File: src/shared/vdsr_consts.vh
// Purpose: constants for the voltage setpoint register bank
// Assumes: byte-wide registers reached over a two-wire serial bus
// Notes:   reset values of the 7-bit code variant come first
`ifndef VDSR_CONSTS_VH
`define VDSR_CONSTS_VH

// register offsets
`define VDSR_REG_SETPOINT_0     4'h0
`define VDSR_REG_SETPOINT_1     4'h1
`define VDSR_REG_SETPOINT_2     4'h2
`define VDSR_REG_SETPOINT_3     4'h3
`define VDSR_REG_PULLDOWN       4'h4
`define VDSR_REG_THERMAL        4'h5
`define VDSR_REG_SLEW_RAMP      4'h6
`define VDSR_REG_RESERVED       4'h7
`define VDSR_REG_IDENT_A        4'h8
`define VDSR_REG_IDENT_B        4'h9

// field positions
`define VDSR_BIT_OPMODE         7
`define VDSR_BIT_CODE_MSB7      6
`define VDSR_BIT_EN_PULLDOWN    7
`define VDSR_BIT_SELLO_PULLDOWN 6
`define VDSR_BIT_SELHI_PULLDOWN 5
`define VDSR_BIT_TS_DISABLE     2
`define VDSR_BIT_EARLY_WARN     1
`define VDSR_BIT_TS_FLAG        0
`define VDSR_BIT_SLEW_MSB       7
`define VDSR_BIT_SLEW_LSB       5
`define VDSR_BIT_DISCHARGE      2
`define VDSR_BIT_PS_RAMP        1

// reset values, 7-bit code variant
`define VDSR_RST7_SETPOINT_0    8'h2E
`define VDSR_RST7_SETPOINT_1    8'h5A
`define VDSR_RST7_SETPOINT_2    8'h42
`define VDSR_RST7_SETPOINT_3    8'h42
// reset values, 6-bit code variant with 1.23 V first preset
`define VDSR_RST6_SETPOINT_0    8'h2E
`define VDSR_RST6_SETPOINT_1    8'h17
`define VDSR_RST6_SETPOINT_2    8'h2B
`define VDSR_RST6_SETPOINT_3    8'h21
`define VDSR_RST_PULLDOWN       3'h7
`define VDSR_RST_SLEW           3'h0

// voltage scaling in millivolts
`define VDSR_STEP_MV            11'h00A
`define VDSR_BASE6_MV           11'h302
`define VDSR_BASE7_MV           11'h1F4

// serial bus slave address and identification bytes (arbitrary values)
`define VDSR_BUS_ADDR           7'h4C
`define VDSR_IDENT_A            8'h5A
`define VDSR_IDENT_B            8'hC3

`endif

File: src/rtl/vdsr_setpoint_bank.v
// Purpose: setpoint register bank with pin-selected voltage and mode
// Assumes: scl and sda come from pins; serial bus slave, no clock stretching
// Notes:   set of the thermal flag wins over a clear in the same cycle
`timescale 1ns/100ps
`default_nettype none
`include "vdsr_consts.vh"

module vdsr_setpoint_bank #(
	parameter       WIDE_CODE = 1,
	parameter [7:0] RST_SP0   = `VDSR_RST7_SETPOINT_0,
	parameter [7:0] RST_SP1   = `VDSR_RST7_SETPOINT_1,
	parameter [7:0] RST_SP2   = `VDSR_RST7_SETPOINT_2,
	parameter [7:0] RST_SP3   = `VDSR_RST7_SETPOINT_3,
	parameter [6:0] BUS_ADDR  = `VDSR_BUS_ADDR,
	parameter [7:0] IDENT_A   = `VDSR_IDENT_A,
	parameter [7:0] IDENT_B   = `VDSR_IDENT_B
) (
	input  wire        sys_clk,
	input  wire        rst_n,
	input  wire        scl_in,
	input  wire        sda_in,
	output wire        sda_out,
	output wire        sda_oe_n,
	input  wire        select_pin_low,
	input  wire        select_pin_high,
	input  wire        thermal_trip,
	input  wire        thermal_early_warning,
	output reg         active_forced_pwm,
	output reg  [6:0]  active_voltage_code,
	output reg  [10:0] active_target_mv,
	output reg         enable_pin_pulldown,
	output reg         select_low_pulldown,
	output reg         select_high_pulldown,
	output reg         thermal_shutdown_disable,
	output reg         thermal_shutdown_flag,
	output reg         thermal_shutdown_active,
	output reg  [2:0]  slew_rate_code,
	output reg         output_discharge_enable,
	output reg         power_save_ramp_select,
	output reg         ramp_down_by_load
);

	localparam [3:0] S_IDLE      = 4'h0;
	localparam [3:0] S_ADDR      = 4'h1;
	localparam [3:0] S_ADDR_ACK  = 4'h2;
	localparam [3:0] S_REG       = 4'h3;
	localparam [3:0] S_REG_ACK   = 4'h4;
	localparam [3:0] S_WDATA     = 4'h5;
	localparam [3:0] S_WDATA_ACK = 4'h6;
	localparam [3:0] S_RDATA     = 4'h7;
	localparam [3:0] S_RACK      = 4'h8;
	localparam [2:0] RST_PD      = `VDSR_RST_PULLDOWN;

	reg  [5:0] sync_a;
	reg  [5:0] sync_b;
	reg        scl_d;
	reg        sda_d;
	reg  [3:0] state;
	reg  [3:0] bit_cnt;
	reg  [7:0] shift;
	reg  [7:0] tx;
	reg  [7:0] ptr;
	reg        read_dir;
	reg        drive_low;
	reg  [7:0] setpoint [0:3];
	reg  [7:0] rd_byte;
	reg  [7:0] sel_sp;
	wire       scl_s;
	wire       sda_s;
	wire       scl_rise;
	wire       scl_fall;
	wire       bus_start;
	wire       bus_stop;
	wire       wr_en;
	wire [7:0] sp_mask;

	// converts a setpoint byte to millivolts for the variant in use
	function [10:0] code_to_mv;
		input [7:0] sp;
		begin
			if (WIDE_CODE != 0) begin
				code_to_mv = `VDSR_BASE7_MV + {4'h0, sp[6:0]} * `VDSR_STEP_MV;
			end else begin
				code_to_mv = `VDSR_BASE6_MV + {5'h00, sp[5:0]} * `VDSR_STEP_MV;
			end
		end
	endfunction

	// two-stage synchronisers, then a third stage for edge detection
	always @(posedge sys_clk) begin
		if (!rst_n) begin
			sync_a <= 6'h3C; // thermal inputs idle low, no false trip
			sync_b <= 6'h3C;
			scl_d  <= 1'b1;
			sda_d  <= 1'b1;
		end else begin
			sync_a <= {scl_in, sda_in, select_pin_low, select_pin_high,
				thermal_trip, thermal_early_warning};
			sync_b <= sync_a;
			scl_d  <= sync_b[5];
			sda_d  <= sync_b[4];
		end
	end

	assign scl_s     = sync_b[5];
	assign sda_s     = sync_b[4];
	assign scl_rise  = scl_s & ~scl_d;
	assign scl_fall  = ~scl_s & scl_d;
	assign bus_start = scl_s & scl_d & sda_d & ~sda_s;
	assign bus_stop  = scl_s & scl_d & ~sda_d & sda_s;
	assign sda_out   = 1'b0;
	assign sda_oe_n  = ~drive_low;
	assign wr_en     = scl_fall & (state == S_WDATA) & (bit_cnt == 4'h8);
	// reserved bit 6 is not stored in the 6-bit variant
	assign sp_mask   = (WIDE_CODE != 0) ? 8'hFF : 8'hBF;

	// serial bus slave: address, register pointer, data bytes
	always @(posedge sys_clk) begin
		if (!rst_n) begin
			state     <= S_IDLE;
			bit_cnt   <= 4'h0;
			shift     <= 8'h00;
			tx        <= 8'h00;
			ptr       <= 8'h00;
			read_dir  <= 1'b0;
			drive_low <= 1'b0;
		end else if (bus_start) begin
			state     <= S_ADDR;
			bit_cnt   <= 4'h0;
			drive_low <= 1'b0;
		end else if (bus_stop) begin
			state     <= S_IDLE;
			drive_low <= 1'b0;
		end else if (scl_rise) begin
			if ((state == S_ADDR || state == S_REG || state == S_WDATA)
				&& bit_cnt != 4'h8) begin
				shift   <= {shift[6:0], sda_s};
				bit_cnt <= bit_cnt + 4'h1;
			end else if (state == S_RACK) begin
				if (sda_s) begin
					state <= S_IDLE; // master ended the read
				end else begin
					ptr <= ptr + 8'h01;
				end
			end
		end else if (scl_fall) begin
			case (state)
				S_ADDR: begin
					if (bit_cnt == 4'h8) begin
						if (shift[7:1] == BUS_ADDR) begin
							read_dir  <= shift[0];
							drive_low <= 1'b1;
							state     <= S_ADDR_ACK;
						end else begin
							state <= S_IDLE;
						end
					end
				end
				S_REG: begin
					if (bit_cnt == 4'h8) begin
						ptr       <= shift;
						drive_low <= 1'b1;
						state     <= S_REG_ACK;
					end
				end
				S_WDATA: begin
					if (bit_cnt == 4'h8) begin
						drive_low <= 1'b1;
						state     <= S_WDATA_ACK;
					end
				end
				S_ADDR_ACK, S_RACK: begin
					if (read_dir) begin
						tx        <= rd_byte;
						drive_low <= ~rd_byte[7];
						bit_cnt   <= 4'h1;
						state     <= S_RDATA;
					end else begin
						drive_low <= 1'b0;
						bit_cnt   <= 4'h0;
						state     <= S_REG;
					end
				end
				S_REG_ACK: begin
					drive_low <= 1'b0;
					bit_cnt   <= 4'h0;
					state     <= S_WDATA;
				end
				S_WDATA_ACK: begin
					drive_low <= 1'b0;
					bit_cnt   <= 4'h0;
					ptr       <= ptr + 8'h01;
					state     <= S_WDATA;
				end
				S_RDATA: begin
					if (bit_cnt == 4'h8) begin
						drive_low <= 1'b0;
						state     <= S_RACK;
					end else begin
						tx        <= {tx[6:0], 1'b0};
						drive_low <= ~tx[6];
						bit_cnt   <= bit_cnt + 4'h1;
					end
				end
				default: begin
					drive_low <= 1'b0;
				end
			endcase
		end
	end

	// register file writes; reserved fields and slots drop the data
	always @(posedge sys_clk) begin
		if (!rst_n) begin
			setpoint[0]              <= RST_SP0 & sp_mask;
			setpoint[1]              <= RST_SP1 & sp_mask;
			setpoint[2]              <= RST_SP2 & sp_mask;
			setpoint[3]              <= RST_SP3 & sp_mask;
			enable_pin_pulldown      <= RST_PD[2];
			select_low_pulldown      <= RST_PD[1];
			select_high_pulldown     <= RST_PD[0];
			thermal_shutdown_disable <= 1'b0;
			thermal_shutdown_flag    <= 1'b0;
			slew_rate_code           <= `VDSR_RST_SLEW;
			output_discharge_enable  <= 1'b0;
			power_save_ramp_select   <= 1'b0;
		end else begin
			if (wr_en) begin
				case (ptr)
					{4'h0, `VDSR_REG_SETPOINT_0}: setpoint[0] <= shift & sp_mask;
					{4'h0, `VDSR_REG_SETPOINT_1}: setpoint[1] <= shift & sp_mask;
					{4'h0, `VDSR_REG_SETPOINT_2}: setpoint[2] <= shift & sp_mask;
					{4'h0, `VDSR_REG_SETPOINT_3}: setpoint[3] <= shift & sp_mask;
					{4'h0, `VDSR_REG_PULLDOWN}: begin
						enable_pin_pulldown  <= shift[`VDSR_BIT_EN_PULLDOWN];
						select_low_pulldown  <= shift[`VDSR_BIT_SELLO_PULLDOWN];
						select_high_pulldown <= shift[`VDSR_BIT_SELHI_PULLDOWN];
					end
					{4'h0, `VDSR_REG_THERMAL}: begin
						thermal_shutdown_disable <= shift[`VDSR_BIT_TS_DISABLE];
					end
					{4'h0, `VDSR_REG_SLEW_RAMP}: begin
						slew_rate_code          <= shift[`VDSR_BIT_SLEW_MSB:`VDSR_BIT_SLEW_LSB];
						output_discharge_enable <= shift[`VDSR_BIT_DISCHARGE];
						power_save_ramp_select  <= shift[`VDSR_BIT_PS_RAMP];
					end
					default: begin
						thermal_shutdown_flag <= thermal_shutdown_flag;
					end
				endcase
			end
			// sticky flag: a trip beats a software clear in the same cycle
			if (sync_b[1] & ~thermal_shutdown_disable) begin
				thermal_shutdown_flag <= 1'b1;
			end else if (wr_en && ptr == {4'h0, `VDSR_REG_THERMAL}
				&& !shift[`VDSR_BIT_TS_FLAG]) begin
				thermal_shutdown_flag <= 1'b0;
			end
		end
	end

	// read mux; reserved bits, the reserved slot and unmapped read zero
	always @* begin
		rd_byte = 8'h00;
		case (ptr)
			{4'h0, `VDSR_REG_SETPOINT_0}: rd_byte = setpoint[0];
			{4'h0, `VDSR_REG_SETPOINT_1}: rd_byte = setpoint[1];
			{4'h0, `VDSR_REG_SETPOINT_2}: rd_byte = setpoint[2];
			{4'h0, `VDSR_REG_SETPOINT_3}: rd_byte = setpoint[3];
			{4'h0, `VDSR_REG_PULLDOWN}:
				rd_byte = {enable_pin_pulldown, select_low_pulldown,
					select_high_pulldown, 5'h00};
			{4'h0, `VDSR_REG_THERMAL}:
				rd_byte = {5'h00, thermal_shutdown_disable, sync_b[0],
					thermal_shutdown_flag};
			{4'h0, `VDSR_REG_SLEW_RAMP}:
				rd_byte = {slew_rate_code, 2'h0, output_discharge_enable,
					power_save_ramp_select, 1'b0};
			{4'h0, `VDSR_REG_IDENT_A}: rd_byte = IDENT_A;
			{4'h0, `VDSR_REG_IDENT_B}: rd_byte = IDENT_B;
			default: rd_byte = 8'h00;
		endcase
	end

	// pick the setpoint named by the synchronised select pins
	always @* begin
		case ({sync_b[2], sync_b[3]})
			2'h0:    sel_sp = setpoint[0];
			2'h1:    sel_sp = setpoint[1];
			2'h2:    sel_sp = setpoint[2];
			default: sel_sp = setpoint[3];
		endcase
	end

	// registered regulator controls
	always @(posedge sys_clk) begin
		if (!rst_n) begin
			active_forced_pwm       <= 1'b0;
			active_voltage_code     <= 7'h00;
			active_target_mv        <= 11'h000;
			thermal_shutdown_active <= 1'b0;
			ramp_down_by_load       <= 1'b0;
		end else begin
			active_forced_pwm       <= sel_sp[`VDSR_BIT_OPMODE];
			active_voltage_code     <= (WIDE_CODE != 0) ? sel_sp[6:0] : {1'b0, sel_sp[5:0]};
			active_target_mv        <= code_to_mv(sel_sp);
			thermal_shutdown_active <= thermal_shutdown_flag & ~thermal_shutdown_disable;
			ramp_down_by_load       <= ~sel_sp[`VDSR_BIT_OPMODE] & ~power_save_ramp_select;
		end
	end

endmodule // vdsr_setpoint_bank
`default_nettype wire

File: config.mk
export PLATFORM = sky130hd
export DESIGN_NAME = vdsr_setpoint_bank
export DESIGN_NICKNAME = d
export VERILOG_FILES = /design/src/rtl/vdsr_setpoint_bank.v
export VERILOG_INCLUDE_DIRS = /design/src /design/src/shared
export SDC_FILE = /design/constraint.sdc
export NUM_CORES = 1
export LEC_CHECK = 0
export ABC_AREA = 1
export BUFFER_PORTS_ARGS = -buffer_cell sky130_fd_sc_hd__buf_2
export CORE_AREA = 5 5 104 106
export DETAILED_ROUTE_END_ITERATION = 16
export DIE_AREA = 0 0 109 111
export GPL_TIMING_DRIVEN = 0
export PLACE_DENSITY = 0.85
export SETUP_SLACK_MARGIN = 0.4
export SLEW_MARGIN = 20
export SYNTH_ARGS = -nofsm -noshare
export SYNTH_HDL_FRONTEND = slang
export SYNTH_SLANG_ARGS = --single-unit
export TNS_END_PERCENT = 100
File: constraint.sdc
create_clock -name sys_clk -period 4.81 [get_ports sys_clk]
set_clock_uncertainty 0.1 [all_clocks]
set_input_delay 0.962 -clock sys_clk [delete_from_list [all_inputs] [get_ports sys_clk]]
set_output_delay 0.962 -clock sys_clk [all_outputs]
set_load 0.02 [all_outputs]
### Word level (Yosys, flattened, before mapping)

Memories as Yosys holds them, arrays and structs flattened.
Cells that the tools add are included.

* equality and inequality tests: 43
* bitwise operators: 30
* mux-type cells: 61
* $mul: 1
* add/sub/neg operators: 3
* reductions and logical operators: 32

Operators with widths (count)
* $mux W8: 10
* $pmux W8 S9: 1
* $mux W4: 13
* $mux W1: 27
* $eq A8 B3 Y1 const B: 3
* $pmux W4 S6: 1
* $pmux W8 S3: 1
* $reduce_and A9 Y1: 2
* $eq A4 B3 Y1 const B: 4
* $eq A8 B2 Y1 const B: 2
* $eq A8 B4 Y1 const B: 2
* $pmux W8 S2: 1
* $ne A5 B5 Y1 const B: 3
* $mux W7: 2
* $not A1 Y1: 14
* $pmux W7 S2: 1
* $reduce_and A7 Y1: 2
* $and A1 B1 Y1: 12
* $ne A2 B2 Y1 const B: 6
* $ne A3 B3 Y1 const B: 4
* $pmux W4 S3: 1
* $add A9 B11 Y11 const A: 1
* $mul A7 B3 Y10 const B: 1
* $reduce_and A5 Y1: 2
* 34 further kinds: 54

* logic and storage cells: 196
* memories: 1
* RAM bits: 32
* bits of input ports: 8
* bits in registers: 78
* output and inout bits: 33

Memories
* setpoint: words 4, width 8, rd ports 4, clocked after Yosys merged registers in 0, write ports 4, RTL line vdsr_setpoint_bank.v:65 `reg [7:0] setpoint [0:3];`

### Depth between registers and ports, before layout

* depth in word-level cells: 8
* depth in mapped cells: 20
* depth with buffers taken out: 19

### Worst setup path before layout

No wires, ideal clock.

* path kind: reg-to-reg
* start: register sync_b[3]
* end: register active_target_mv[9]
* arrival: 2739 ps
* setup time: 113 ps
* required time: 4597 ps
* buffers on the path: 1
* cell stages (with the launch flop): 19
* period minus slack after synthesis: 2952 ps
* slack: 1858 ps
* path through: dfxtp_1 > buf_4 > nand2_4 > inv_1 > a221oi_1 > nand2_1 > o21ai_0 > inv_1 > ha_1 > ha_1 > fa_1 > xnor2_1 > nand2_1 > nor2_1 > nand2_1 > nor2_1 > nand3_1 > nor2_1 > nor2_1

* longest elaborated chain between the ends: 4
* elaborated cells between the ends (all ways): 6
* those cells by class: add/sub (1); mul (1); eq/ne (2); mux (1); reduce/logical (1)

RTL lines
* start: declaration: RTL line vdsr_setpoint_bank.v:55 `reg [5:0] sync_b;`
* start signal: assignment: RTL line vdsr_setpoint_bank.v:99 `sync_b <= sync_a;`
* $eq A2 B2 Y1, or another cell as far along: RTL line vdsr_setpoint_bank.v:287 `case ({sync_b[2], sync_b[3]})`
* $pmux W8 S3 *: RTL line vdsr_setpoint_bank.v:287
* via sel_sp[3]: RTL line vdsr_setpoint_bank.v:67 `reg [7:0] sel_sp;`
* $mul A7 B3 Y10 (no line) *
* $add A9 B11 Y11 (no line) *
* end signal: assignment: RTL line vdsr_setpoint_bank.v:306 `active_target_mv <= code_to_mv(sel_sp);`
* end: declaration: RTL line vdsr_setpoint_bank.v:30 `output reg [10:0] active_target_mv,`

Mark *: on every way through the listed nets, which the timed path passes. The rest lies on a longest branch.
A chain may end at the register's enable or synchronous reset.

### Final worst setup path

* start: register sync_b[2]
* end: register active_target_mv[9]

Same word-level chain as after synthesis.

==> metrics.md <==
| Metric | Value |
|---|---|
| Die Wd | about 110 microns |
| Largest net degree at the start of global routing | 19 |
| RR Startpoint | sync_b[2]$_SDFF_PN1_ |
| Die ar. | 12100 sq um |
| Commonest non-fill, non-tap cell in the layout | nand2_1 |
| Initial detailed-routing violation count | 515 |
| Die span in y | 111 microns |
| Min-delay src | sync_a[0]$_SDFF_PN0_ |
| Placement Rows | 36 |
| Area taken by flip-flops and latches | 2482 sq um |
| Vias in the first global route | 4812 |
| Path category of the worst min-delay check | reg -> reg |
| Initial Util | about three fifths |
| Clock root buffer | clkbuf_8 |
| Clock-pin slew reported for the worst setup and hold paths after clock tree synthesis | 0.11 ns |
| Layout cells sized above 1 | 15.59% |
| Grt total ovfl | 0 |
| CTS tree | done |
| Final setup vio count | 0 |
| Core area | 9684 sq um |
| Worst Setup SP | sync_b[2]$_SDFF_PN1_ |
| Slew @ Worst Pin | 0.6354 ns |
| Unique cell type count in the Yosys netlist | 44 |
| Vias | 5143 |
| RSZ-0062 raised after global routing | no |
| Clock Latency Late Sink | 0.39 ns |
| Crit-path max FO | 10 |
| Synthesized area | approximately 5600 sq um |
| Multiplexer share of the synthesized area | 0% |
| Resize count post-CTS | 0 |
| Initial antenna violation count | 0 |
| PwrDens | 287.1 nW/um^2 |
| Adder-cell share of the synthesized area | approximately 4.4% |
| Final Instance Area | between 6000 and 7000 sq um |
| EDFF count, synth | 32 |
| Placer Congestion | 0.9479 |
| Yosys reg bits | 108 |
| Post-synthesis xor/xnor area fraction | 1.091% |
| Main flop type after synthesis | dfxtp_1 |
| Vias per cell | 5.578 |
| Final nets | slightly above 800 |
| CTS hold repair buffers | 0 |
| WS Path Type | reg -> reg |
| Setup crit start kind | flip-flop |
| ANT cells | 0 |
| Max Cap Viol | 0 |
| Buffers added on ports | 37 |
| Longest Clk Path Bufs | 2 |
| Post-synthesis simple-gate area fraction | 31.17% |
| Final antenna-violating net count | 0 |
| Max-slew violation count | 0 |
| Drt first pass iters | 6 |
| Slew headroom | between 50 and 60% |
| Area growth syn-to-layout | 9.441% |
| Synth warn | 0 |
| Post-synthesis sequential area ratio | 44.18% |
| TritonCTS buffer count | 9 |
| Fin crit share | between 70% and 80% |
| Min Tclk post-route | 3.393 ns |
| Status | finished clean |
| Area post-placement | 5974 sq um |
| Non-Filler Instances | 922 |
| Post-synthesis compound-gate area fraction | 12.05% |
| Total track usage | 25.33% |
| Req. time, crit path | 5.03 ns |
| TritonCTS Sinks | approximately 110 |
| Most frequent cells in the layout | nand2_1, nor2_1, dfxtp_1 |
| Arr. time, crit path | 3.62 ns |
| H-tree depth | 3 |
| Peak VDD IR | about 0.00014 V |
| DRC | 0 |
| Fill cells | 844 |
| Final setup TNS | 0 ns |
| Post-placement cell count | 906 |
| Total wire length | 14810 microns |
| Setup crit end kind | flip-flop |
| Async set or reset register ratio after synthesis | 0% |
| IO Count | 41 |
| Area occupied by multi-input gates | approximately 2700 sq um |
| Post-synthesis cell count | 735 |
| Wire length per cell | 16.06 microns |
| Main combinational cell family by area after synthesis | simple AND/OR/NAND/NOR gates |
| Final Hold Vio Count | 0 |
| Pleak | 2.658 nW |
| First-pass GRT wire length | 24060 microns |
| Fin Hold WS | 0.3227 ns |
| # Post-CTS Setup Buffers | 0 |
| Post-DP HPWL | 11100 microns |
| F_max | 294.7 MHz |
| Syn_area_per_cell | 7.645 sq um |
-- metrics by stage --
step	utilization, %	power (mW)	setup slack (ns)
after CTS	63.50	1.767	1.418
after detailed placement	61.69	1.268	1.460
after global routing	63.50	1.843	1.117
after floorplan	-	1.195	1.858
final	63.50	1.765	1.417
after global placement	61.69	1.256	1.543
-- registers in the layout, indices dropped and copies added, names as in the netlist, 3 cells and up --
signal,count
shift,8
sync_b,6
slew_rate_code,3
state,4
active_target_mv,9
ptr,8
active_voltage_code,7
tx,7
bit_cnt,4
sync_a,6
setpoint,32
-- path summary, 6_finish.rpt --
path | end | depth (start not counted) | slack, ns
max reg2reg | active_target_mv[9]$_SDFF_PN0_ | 19 | 1.42
min reg2reg | sync_b[0]$_SDFF_PN0_ | 2 | 0.32
min | sync_b[0]$_SDFF_PN0_ | 2 | 0.32
max | active_target_mv[9]$_SDFF_PN0_ | 19 | 1.42
-- cell type report --
cell class                      instances  share of cell area, %
Timing Repair Buffer                   37                  3.011
Multi-Input combinational cell        529                  44.60
Buffer                                 17                  1.465
Sequential cell                       108                  40.37
Clock buffer                            9                  2.014
Clock inverter                          7                 0.8342
Tap cell                              133                  2.706
Inverter                               82                  5.005
-- where the power goes --
| group | internal [mW] | switching, mW | total, mW |
|---|---|---|---|
| Combinational | 0.0883 | 0.178 | 0.266 |
| Clock | 0.191 | 0.325 | 0.516 |
| Sequential | 0.969 | 0.0148 | 0.983 |
-- per-layer routing --
metal	track usage [%]	vias to the layer above	wire (microns)
met5	0	-	0
met4	10.61	0	463
met3	3.786	42	1118
met2	41.24	238	7085
met1	33.23	2371	6143
li1	-	2492	-
-- cell usage after synthesis (2+ instances only) --
| cell type | n | area share (%) |
|---|---|---|
| nor2_4 | 4 | 0.80 |
| a21oi_1 | 57 | 5.1 |
| or2_2 | 13 | 1.4 |
| buf_4 | 6 | 0.80 |
| nand2_4 | 3 | 0.60 |
| nor2_1 | 79 | 5.3 |
| nand2_1 | 193 | 13 |
| o21ai_1 | 3 | 0.27 |
| nor2_2 | 13 | 1.4 |
| nor3_1 | 9 | 0.80 |
| buf_2 | 3 | 0.27 |
| o21ai_0 | 49 | 4.4 |
| nand3b_1 | 2 | 0.27 |
| xor2_1 | 5 | 0.78 |
| dfxtp_1 | 76 | 27 |
| nor3_4 | 5 | 1.4 |
| inv_1 | 70 | 4.7 |
| inv_2 | 12 | 0.80 |
| ha_1 | 18 | 4.0 |
| nand3_2 | 3 | 0.53 |
| nand2_2 | 3 | 0.33 |
| xnor2_1 | 2 | 0.31 |
| clkbuf_1 | 8 | 0.53 |
| nand3_1 | 36 | 3.2 |
| o211ai_1 | 4 | 0.53 |
| edfxtp_1 | 32 | 17 |
| nand4_1 | 8 | 0.89 |
| a31oi_1 | 3 | 0.33 |
-- logic make-up (layout without fill, tap and decap cells) --
logic type,Yosys count,count (layout)
AOI/OAI and AO/OA,125,125
xor gates and xnor gates,7,7
adders and majority gates,19,19
buffers and inverters,99,152
DFF,108,108
other,1,2
and+or+nand+nor,376,376
-- worst max-delay path, cell delays in order (launching register included) --
cell and delay, ns:
dfxtp_1 0.32, buf_4 0.18, nand2_4 0.12, inv_1 0.10, a221oi_1 0.21, nand2_1 0.07, o21ai_0 0.22, inv_1 0.09
ha_1 0.29, ha_1 0.22, fa_1 0.41, xnor2_1 0.25, nand2_1 0.11, nor2_1 0.13, nand2_1 0.08, nor2_1 0.12
nand3_1 0.10, nand2_1 0.07, nand2_1 0.04, nor2_1 0.09
No activity file was read; power rests on OpenSTA's default activity.
